--- src/logic/pulse_timer_pkg.sv ---
`default_nettype none
package pulse_timer_pkg;
  // counter geometry
  localparam int CNT_WIDTH   = 16;          // two cascaded byte stages
  localparam int STAGE_WIDTH = 8;           // width of one stage
  // reference tick rate and system clock
  localparam int CLK_HZ      = 125_000_000; // clock_i rate
  localparam int TICK_HZ     = 1_000_000;   // counting reference, 1 us resolution
  // prescaler: divide by n, load n-1
  localparam int PRESCALE_N  = CLK_HZ / TICK_HZ;
  localparam logic [7:0] PRESCALE_LOAD = 8'(PRESCALE_N - 1);
  // longest legal phase, in microseconds
  localparam int MAX_PHASE_US = 32_000;
  // reset values
  localparam logic [15:0] CNT_RESET   = 16'h0000;
  localparam logic [15:0] CNT_PRELOAD = 16'hFFFF; // down-count preload
  // capture sequencer states
  typedef enum logic [2:0] {
    ST_IDLE     = 3'b000, // armed, waiting
    ST_WAIT_LOW = 3'b001, // wait for line low
    ST_WAIT_HI  = 3'b010, // wait for rising edge
    ST_HIGH     = 3'b011, // timing high phase
    ST_LOW      = 3'b100  // timing low phase
  } meas_state_e;
endpackage
`default_nettype wire

--- src/logic/duty_cycle_pulse_timer.sv ---
`timescale 1ns/1ns
`default_nettype none
module duty_cycle_pulse_timer #(
  parameter int CNT_WIDTH = pulse_timer_pkg::CNT_WIDTH
) (
  input  wire logic                 clock_i,           // 125 MHz system clock
  input  wire logic                 sys_rst_i,         // async reset, high
  input  wire logic                 flag_input_line_i, // sensor output line
  input  wire logic                 start_i,           // pulse: begin measurement
  output logic [CNT_WIDTH-1:0]      high_phase_time_o, // latched high count
  output logic [CNT_WIDTH-1:0]      low_phase_time_o,  // latched low count
  output logic                      done_o,            // pulse: pair latched
  output logic                      busy_o,            // measurement running
  output logic                      error_o            // sticky msb overflow
);
  // synchroniser stages
  logic sync_a;
  logic sync_b;
  logic line_d;                           // delayed level for edge detect
  // prescaler and tick
  logic [7:0] prescale;
  logic       tick;
  // counter and sequencer
  logic [CNT_WIDTH-1:0]         count;
  pulse_timer_pkg::meas_state_e state;
  logic [CNT_WIDTH-1:0]         high_lat;
  logic [CNT_WIDTH-1:0]         low_lat;
  logic                         done_r;
  logic                         busy_r;
  logic                         err_r;
  // next values
  logic [7:0]                   next_prescale;
  logic                         next_tick;
  logic [CNT_WIDTH-1:0]         next_count;
  pulse_timer_pkg::meas_state_e next_state;
  logic [CNT_WIDTH-1:0]         next_high_lat;
  logic [CNT_WIDTH-1:0]         next_low_lat;
  logic                         next_done;
  logic                         next_busy;
  logic                         next_err;
  // edge pulses from the settled level
  logic edge_any;
  logic rise;
  logic fall;

  // two-stage synchroniser, first stage feeds only the second
  always_ff @(posedge clock_i or posedge sys_rst_i) begin
    if (sys_rst_i) begin
      // idle-high reset level: no false rise once the pulled-up line settles
      sync_a <= 1'b1;
      sync_b <= 1'b1;
      line_d <= 1'b1;
    end else begin
      sync_a <= flag_input_line_i;
      sync_b <= sync_a;
      line_d <= sync_b;
    end
  end

  // one pulse per transition, split by level
  assign edge_any = sync_b ^ line_d;
  assign rise     = edge_any & sync_b;
  assign fall     = edge_any & ~sync_b;

  // prescaler: reload n-1, tick when it reaches zero
  always_comb begin
    next_tick     = 1'b0;
    next_prescale = prescale - 8'h01;
    if (prescale == 8'h00) begin
      next_prescale = pulse_timer_pkg::PRESCALE_LOAD;
      next_tick     = 1'b1;
    end
  end

  always_ff @(posedge clock_i or posedge sys_rst_i) begin
    if (sys_rst_i) begin
      prescale <= 8'h00;
      tick     <= 1'b0;
    end else begin
      prescale <= next_prescale;
      tick     <= next_tick;
    end
  end

  // measurement sequencer, counter and latches
  always_comb begin
    next_state    = state;
    next_count    = count;
    next_high_lat = high_lat;
    next_low_lat  = low_lat;
    next_done     = 1'b0;
    next_busy     = busy_r;
    next_err      = err_r;
    case (state)
      pulse_timer_pkg::ST_IDLE: begin
        if (start_i) begin
          next_count = CNT_WIDTH'(pulse_timer_pkg::CNT_RESET);
          next_err   = 1'b0;
          next_busy  = 1'b1;
          next_state = pulse_timer_pkg::ST_WAIT_LOW;
        end
      end
      pulse_timer_pkg::ST_WAIT_LOW: begin
        if (!sync_b) begin
          next_state = pulse_timer_pkg::ST_WAIT_HI;
        end
      end
      pulse_timer_pkg::ST_WAIT_HI: begin
        if (rise) begin
          next_count = CNT_WIDTH'(pulse_timer_pkg::CNT_RESET);
          next_state = pulse_timer_pkg::ST_HIGH;
        end
      end
      pulse_timer_pkg::ST_HIGH: begin
        if (fall) begin
          next_high_lat = count;
          next_count    = CNT_WIDTH'(pulse_timer_pkg::CNT_RESET);
          next_state    = pulse_timer_pkg::ST_LOW;
        end else if (tick && !count[CNT_WIDTH-1]) begin
          next_count = count + 1'b1;
        end
      end
      pulse_timer_pkg::ST_LOW: begin
        if (rise) begin
          next_low_lat = count;
          next_count   = CNT_WIDTH'(pulse_timer_pkg::CNT_RESET);
          next_done    = 1'b1;
          next_busy    = 1'b0;
          next_state   = pulse_timer_pkg::ST_IDLE;
        end else if (tick && !count[CNT_WIDTH-1]) begin
          next_count = count + 1'b1;
        end
      end
      default: begin
        next_state = pulse_timer_pkg::ST_IDLE;
      end
    endcase
    // msb reached: phase beyond the sensor's longest, line likely broken
    if (count[CNT_WIDTH-1]) begin
      next_err = 1'b1;
    end
  end

  always_ff @(posedge clock_i or posedge sys_rst_i) begin
    if (sys_rst_i) begin
      state    <= pulse_timer_pkg::ST_IDLE;
      count    <= CNT_WIDTH'(pulse_timer_pkg::CNT_RESET);
      high_lat <= CNT_WIDTH'(pulse_timer_pkg::CNT_RESET);
      low_lat  <= CNT_WIDTH'(pulse_timer_pkg::CNT_RESET);
      done_r   <= 1'b0;
      busy_r   <= 1'b0;
      err_r    <= 1'b0;
    end else begin
      state    <= next_state;
      count    <= next_count;
      high_lat <= next_high_lat;
      low_lat  <= next_low_lat;
      done_r   <= next_done;
      busy_r   <= next_busy;
      err_r    <= next_err;
    end
  end

  // outputs straight from flops
  assign high_phase_time_o = high_lat;
  assign low_phase_time_o  = low_lat;
  assign done_o            = done_r;
  assign busy_o            = busy_r;
  assign error_o           = err_r;
endmodule
`default_nettype wire

--- config.mk ---
export PLATFORM = sky130hd
export DESIGN_NAME = duty_cycle_pulse_timer
export DESIGN_NICKNAME = d
export VERILOG_FILES = /design/src/logic/pulse_timer_pkg.sv /design/src/logic/duty_cycle_pulse_timer.sv
export SDC_FILE = /design/constraint.sdc
export NUM_CORES = 1
export LEC_CHECK = 0
export ABC_AREA = 1
export BUFFER_PORTS_ARGS = -buffer_cell sky130_fd_sc_hd__clkbuf_2
export CAP_MARGIN = 20
export CELL_PAD_IN_SITES_DETAIL_PLACEMENT = 0
export CELL_PAD_IN_SITES_GLOBAL_PLACEMENT = 1
export CORE_MARGIN = 2
export CORE_UTILIZATION = 45
export CTS_BUF_LIST = sky130_fd_sc_hd__clkbuf_4
export CTS_CLUSTER_SIZE = 14
export DETAILED_ROUTE_END_ITERATION = 8
export PLACE_DENSITY_LB_ADDON = 0.1
export SETUP_SLACK_MARGIN = 0.3
export SLEW_MARGIN = 20
export SYNTH_ARGS = -nofsm -noshare
export SYNTH_HDL_FRONTEND = slang
export SYNTH_SLANG_ARGS = --single-unit
--- constraint.sdc ---
create_clock -name clock_i -period 4.05 [get_ports clock_i]
set_input_delay 0.405 -clock clock_i [delete_from_list [all_inputs] [get_ports clock_i]]
set_output_delay 0.405 -clock clock_i [all_outputs]
set_load 0.05 [all_outputs]
==> results.sh, run 1 <==
export IMPL_outcome="finished with violations"
export IMPL_violations="DRC"
export IMPL_grt_pass1_wl_mm=10.6
export IMPL_multiInputGateArea_sq_um=1140
export IMPL_path_class="register to register"
export IMPL_synth_warnings=0
export IMPL_relSlewSlack=0.349
export IMPL_yosysTopAreaCellShare=0.524
export IMPL_final_cell_mix="88 x nand2_1, 63 x dfrtp_1, 39 x inv_1"
export IMPL_root_buffer="clkbuf_4"
export IMPL_drtIter0Drc=116
export IMPL_rr_endpoint="count[14]"
export IMPL_viasPerCell=4.84
export IMPL_hp_class="primary input to asynchronous set/reset pin"
export IMPL_path_clk_slew_ps=110
export IMPL_seq_area_frac_synth=0.550
export IMPL_syn_area_per_cell_sq_um=8.67
export IMPL_clock_latency_ps=400
export IMPL_reg2regPathDepth=7
export IMPL_syn_nets=354
export IMPL_ir_drop_uv=295
export IMPL_cts_tree="done"
export IMPL_synth_seq_cells=66
export IMPL_area_delta_synth_final_pct=13.4
export IMPL_cts_sinks=66
export IMPL_worst_slew_pin_slew_ps=975
export IMPL_yosys_area_top_type="dfrtp_1"
export IMPL_num_fill_cells=627
export IMPL_dr_wl_met3_um=212
export IMPL_syn_area_sq_um=3010
export IMPL_num_io_pins=39
export IMPL_reg2reg_from="sync_b"
export IMPL_grt_overflow=0
export IMPL_finalMaxSlewViolations=0
export IMPL_cts_buffers_inserted=9
export IMPL_required_ps=4340
export IMPL_met2_length_mm=2.65
export IMPL_routed_top_layer="met4"
export IMPL_port_buffers=38
export IMPL_core_sq_um=6420
export IMPL_clk_path_buf_depth=2
export IMPL_cts_resized=0
export IMPL_setup_violations=0
export IMPL_endpoint_kind="register"
export IMPL_die_y_um=85.8
export IMPL_postCtsSetupRepairBufs=0
export IMPL_grt_total_usage=0.182
export IMPL_grt_max_degree=46
export IMPL_antenna_found_initial=0
export IMPL_wl_per_cell_um=12.7
export IMPL_drive_gt1_frac=0.215
export IMPL_vias=2286
export IMPL_hpwl_mm=4.28
export IMPL_fin_crit_sh=0.493
export IMPL_power_leakage_nw=1.69
export IMPL_diodes=0
export IMPL_grt_pass1_vias=2305
export IMPL_nets=397
export IMPL_setup_tns_ps=0
export IMPL_rows=29
export IMPL_post_route_min_period_ps=2000
export IMPL_fmax_mhz=501
export IMPL_final_area_sq_um=3410
export IMPL_path_max_fanout=13
export IMPL_drtAntennaViolNets=0
export IMPL_start_util=0.468
export IMPL_drc_errors=7
export IMPL_cp_start_kind="register"
export IMPL_routed_wl_mm=6.01
export IMPL_wirelength_met1_mm=3.08
export IMPL_place_gp_congestion=0.783
export IMPL_synth_area_leaders="dfrtp_1 52%, nand2_1 11%, inv_1 5.0%"
export IMPL_die_w_um=85.8
export IMPL_finClkSkew_ps=15.5
export IMPL_grt_setup_unrepaired="false"
export IMPL_p_per_area_nw_per_um2=444
export IMPL_max_cap_viol_count=0
export IMPL_post_place_ws_ps=2070
export IMPL_power_mw=1.51
export IMPL_cts_max_level=3
export IMPL_die_area_sq_um=7350
export IMPL_place_area_sq_um=3250
export IMPL_final_common_cell="nand2_1"
export IMPL_dp_cells=455
export IMPL_r2r_setup_slack_ps=2050
export IMPL_drtPass1Iterations=9
export IMPL_arrival_ps=2290
export IMPL_cts_hold_buf=0
export IMPL_post_layout_nonfiller_instances=472
export IMPL_hold_viol_final=0
export IMPL_synthCells=347
export IMPL_fin_ws_ps=2050
export IMPL_ys_types=28
export IMPL_final_seq_area_sq_um=1660
-- layer usage --
layer,GRT usage,up-vias
met4,0.0678,0
li1,-,1192
met2,0.274,39
met1,0.254,1048
met3,0.0500,7
met5,0,-
-- worst max-delay path by stage --
stage / from / endpoint / slack, ps
3_5_place_dp: sync_b / count[5] / 2070
4_1_cts: sync_b / count[5] / 2070
5_1_grt: sync_b / count[14] / 1820
3_3_place_gp: sync_b / count[14] / 2120
2_1_floorplan: sys_rst_i / busy_o / 2000
6_report: sync_b / count[14] / 2050
-- cells by family after synthesis --
| family | Yosys count | synth area share |
|---|---|---|
| DFF | 66 | 0.550 |
| and+or+nand+nor | 170 | 0.262 |
| buffers and inverters | 51 | 0.0715 |
| AOI/OAI and AO/OA | 57 | 0.103 |
| adders and majority gates | 3 | 0.0125 |
-- power by group --
| group | total, mW | internal, mW | switching [mW] |
|---|---|---|---|
| Clock | 0.426 | 0.191 | 0.235 |
| Sequential | 0.708 | 0.682 | 0.0259 |
| Combinational | 0.381 | 0.0983 | 0.283 |
| Total | 1.51 | 0.972 | 0.543 |
-- state kept, by name, indices dropped and copies added, names as in the netlist --
register,cells
line_d,1
sync_a,1
error_o,1
done_o,1
tick,1
low_phase_time_o,16
count,16
busy_o,1
prescale,8
sync_b,1
high_phase_time_o,16
state,3
-- synthesized netlist by cell type --
master	count
buf_8	1
nand3_2	4
nor2_2	6
dfrtp_1	63
o21ai_4	1
nor2_8	2
nand2_1	88
ha_1	3
o21ai_0	24
nand4_1	3
nor2_1	34
nand2_4	2
a21oi_1	12
inv_1	40
inv_2	2
buf_6	1
dfstp_2	3
nand3b_1	1
clkbuf_1	3
buf_2	3
nand3_1	21
clkinv_2	1
o21ai_1	16
nor3_1	5
o21ai_2	3
nand2_2	2
nor2_4	2
o211ai_1	1
-- area by class of cell --
class / count / area share
clock buffers: 10 / 0.0220
clock inverters: 6 / 0.0169
repair buffers: 40 / 0.0661
flip-flops and latches: 66 / 0.486
well taps: 77 / 0.0283
inverters: 43 / 0.0477
multi-input cells: 230 / 0.334
-- critical path: stages (launching register included) --
cell,delay (ps)
dfstp_2,560
nand2_1,130
nand3_1,140
nand3_2,400
nor2_1,430
nand3_1,120
nand2_1,80
nor2_1,40
-- through the flow --
step / hold WS (ps) / utilization
final: 43.0 / 0.531
after global routing: 54.5 / 0.531
after CTS: 58.4 / 0.527
after detailed placement: 349 / 0.506
after global placement: 347 / 0.506
after floorplan: 345 / -
Power figures use the tool's default switching activity.
==> run 2: changes to the inputs <==
==> constraint.sdc (replaced) <==
create_clock -name clock_i -period 1.9 [get_ports clock_i]
set_input_delay 0.19 -clock clock_i [delete_from_list [all_inputs] [get_ports clock_i]]
set_output_delay 0.19 -clock clock_i [all_outputs]
set_load 0.05 [all_outputs]
==> results.sh, run 2 (same netlist as run 1, synthesis figures left out) <==
export IMPL_outcome="finished with violations"
export IMPL_violations="DRC"
export IMPL_num_io_pins=39
export IMPL_num_fill_cells=643
export IMPL_setup_tns_ps=0
export IMPL_drc_errors=6
export IMPL_grt_total_usage=0.178
export IMPL_start_util=0.468
export IMPL_vias=2392
export IMPL_power_leakage_nw=1.72
export IMPL_hp_class="primary input to register"
export IMPL_drtAntennaViolNets=0
export IMPL_arrival_ps=1820
export IMPL_final_common_cell="nand2_1"
export IMPL_path_class="register to register"
export IMPL_port_buffers=38
export IMPL_place_area_sq_um=3290
export IMPL_grt_overflow=0
export IMPL_setup_violations=0
export IMPL_routed_top_layer="met4"
export IMPL_clk_path_buf_depth=2
export IMPL_max_cap_viol_count=0
export IMPL_post_route_min_period_ps=1530
export IMPL_finClkSkew_ps=16.4
export IMPL_worst_slew_pin_slew_ps=427
export IMPL_nets=408
export IMPL_viasPerCell=4.97
export IMPL_final_area_sq_um=3530
export IMPL_wl_per_cell_um=12.8
export IMPL_path_max_fanout=4
export IMPL_cts_tree="done"
export IMPL_drive_gt1_frac=0.255
export IMPL_endpoint_kind="register"
export IMPL_hpwl_mm=4.29
export IMPL_cts_max_level=3
export IMPL_ir_drop_uv=641
export IMPL_drtPass1Iterations=7
export IMPL_fin_crit_sh=0.803
export IMPL_cts_sinks=66
export IMPL_p_per_area_nw_per_um2=943
export IMPL_place_gp_congestion=0.785
export IMPL_fin_util=0.549
export IMPL_die_y_um=85.8
export IMPL_drtIter0Drc=108
export IMPL_root_buffer="clkbuf_4"
export IMPL_cts_buffers_inserted=9
export IMPL_required_ps=2200
export IMPL_clock_latency_ps=410
export IMPL_grt_max_degree=67
export IMPL_fmax_mhz=655
export IMPL_final_cell_mix="87 x nand2_1, 60 x dfrtp_1, 38 x inv_1, 38 x clkbuf_2, 31 x nor2_1"
export IMPL_routed_wl_mm=6.16
export IMPL_grt_setup_unrepaired="true"
export IMPL_area_delta_synth_final_pct=17.3
export IMPL_diodes=0
export IMPL_grt_pass1_wl_mm=10.1
export IMPL_antenna_found_initial=0
export IMPL_rows=29
export IMPL_wirelength_met1_mm=3.05
export IMPL_hold_viol_final=0
export IMPL_met2_length_mm=2.77
export IMPL_cp_start_kind="register"
export IMPL_core_sq_um=6420
export IMPL_whs_ps=47.0
export IMPL_die_w_um=85.8
export IMPL_die_area_sq_um=7350
export IMPL_grt_pass1_vias=2138
export IMPL_dr_wl_met3_um=222
export IMPL_finalMaxSlewViolations=0
export IMPL_path_clk_slew_ps=100
export IMPL_relSlewSlack=0.714
[run 2: final timing paths]
path,from,end,slack (ps),depth (start not counted)
setup / recovery,count[0],count[6],370,8
hold / removal,start_i,busy_o,50,3
setup reg to reg,count[0],count[6],370,8
hold reg to reg,sync_a,sync_b,360,0
max in group asynchronous,sys_rst_i,sync_b,1170,4
min in group asynchronous,sys_rst_i,low_phase_time_o[7],400,4
[run 2: layout make-up]
| cell class | count | area, sq um | share of cell area |
|---|---|---|---|
| clock buffer | 10 | 75.1 | 0.0213 |
| clock inverter | 4 | 21.3 | 0.00603 |
| inverter | 43 | 170 | 0.0482 |
| multi-input combinational | 230 | 1180 | 0.335 |
| sequential | 66 | 1660 | 0.470 |
| tap | 77 | 96.3 | 0.0273 |
| timing repair buffer | 50 | 318 | 0.0901 |
| timing repair inverter | 1 | 6.26 | 0.00177 |
[run 2: what timing repair did]
item                                    in CTS  in global routing
pin swaps                                    0                  2
resized for setup                            7                 12
hold endpoints to repair                    64                  0
cloned                                       0                  1
hold buffers                                 2                  0
setup buffers                                0                  6
endpoints found under the setup margin      15                 17
[run 2: report_power, final]
part	internal, mW	switching [mW]	total [mW]	leakage (nW)
registers	1.46	0.0664	1.52	0.884
clock network	0.261	0.475	0.736	0.0555
logic	0.379	0.688	1.07	0.779
[run 2: worst max-delay path: stages (launching register included)]
cell     delay (ps)
dfrtp_1         410
ha_2            230
nand3_1          90
nor2_1          200
nand2_1         180
nor2_8          150
nand2_1          50
nand2_1          80
nor2_2           30
[run 2: routing by layer]
layer / global-route usage / vias up
met4: 0.0779 / 0
met3: 0.0375 / 10
met1: 0.238 / 1115
met5: 0 / -
met2: 0.281 / 46
li1: - / 1221
[run 2: stage by stage]
step / total power, mW / setup slack, ps / std cells
finish: 3.33 / 374 / 481
detailed placement: 2.38 / 192 / 458
global route: 3.53 / 292 / 481
global placement: 2.39 / 209 / 458
CTS: 3.18 / 315 / 474
floorplan: 2.29 / 473 / 347
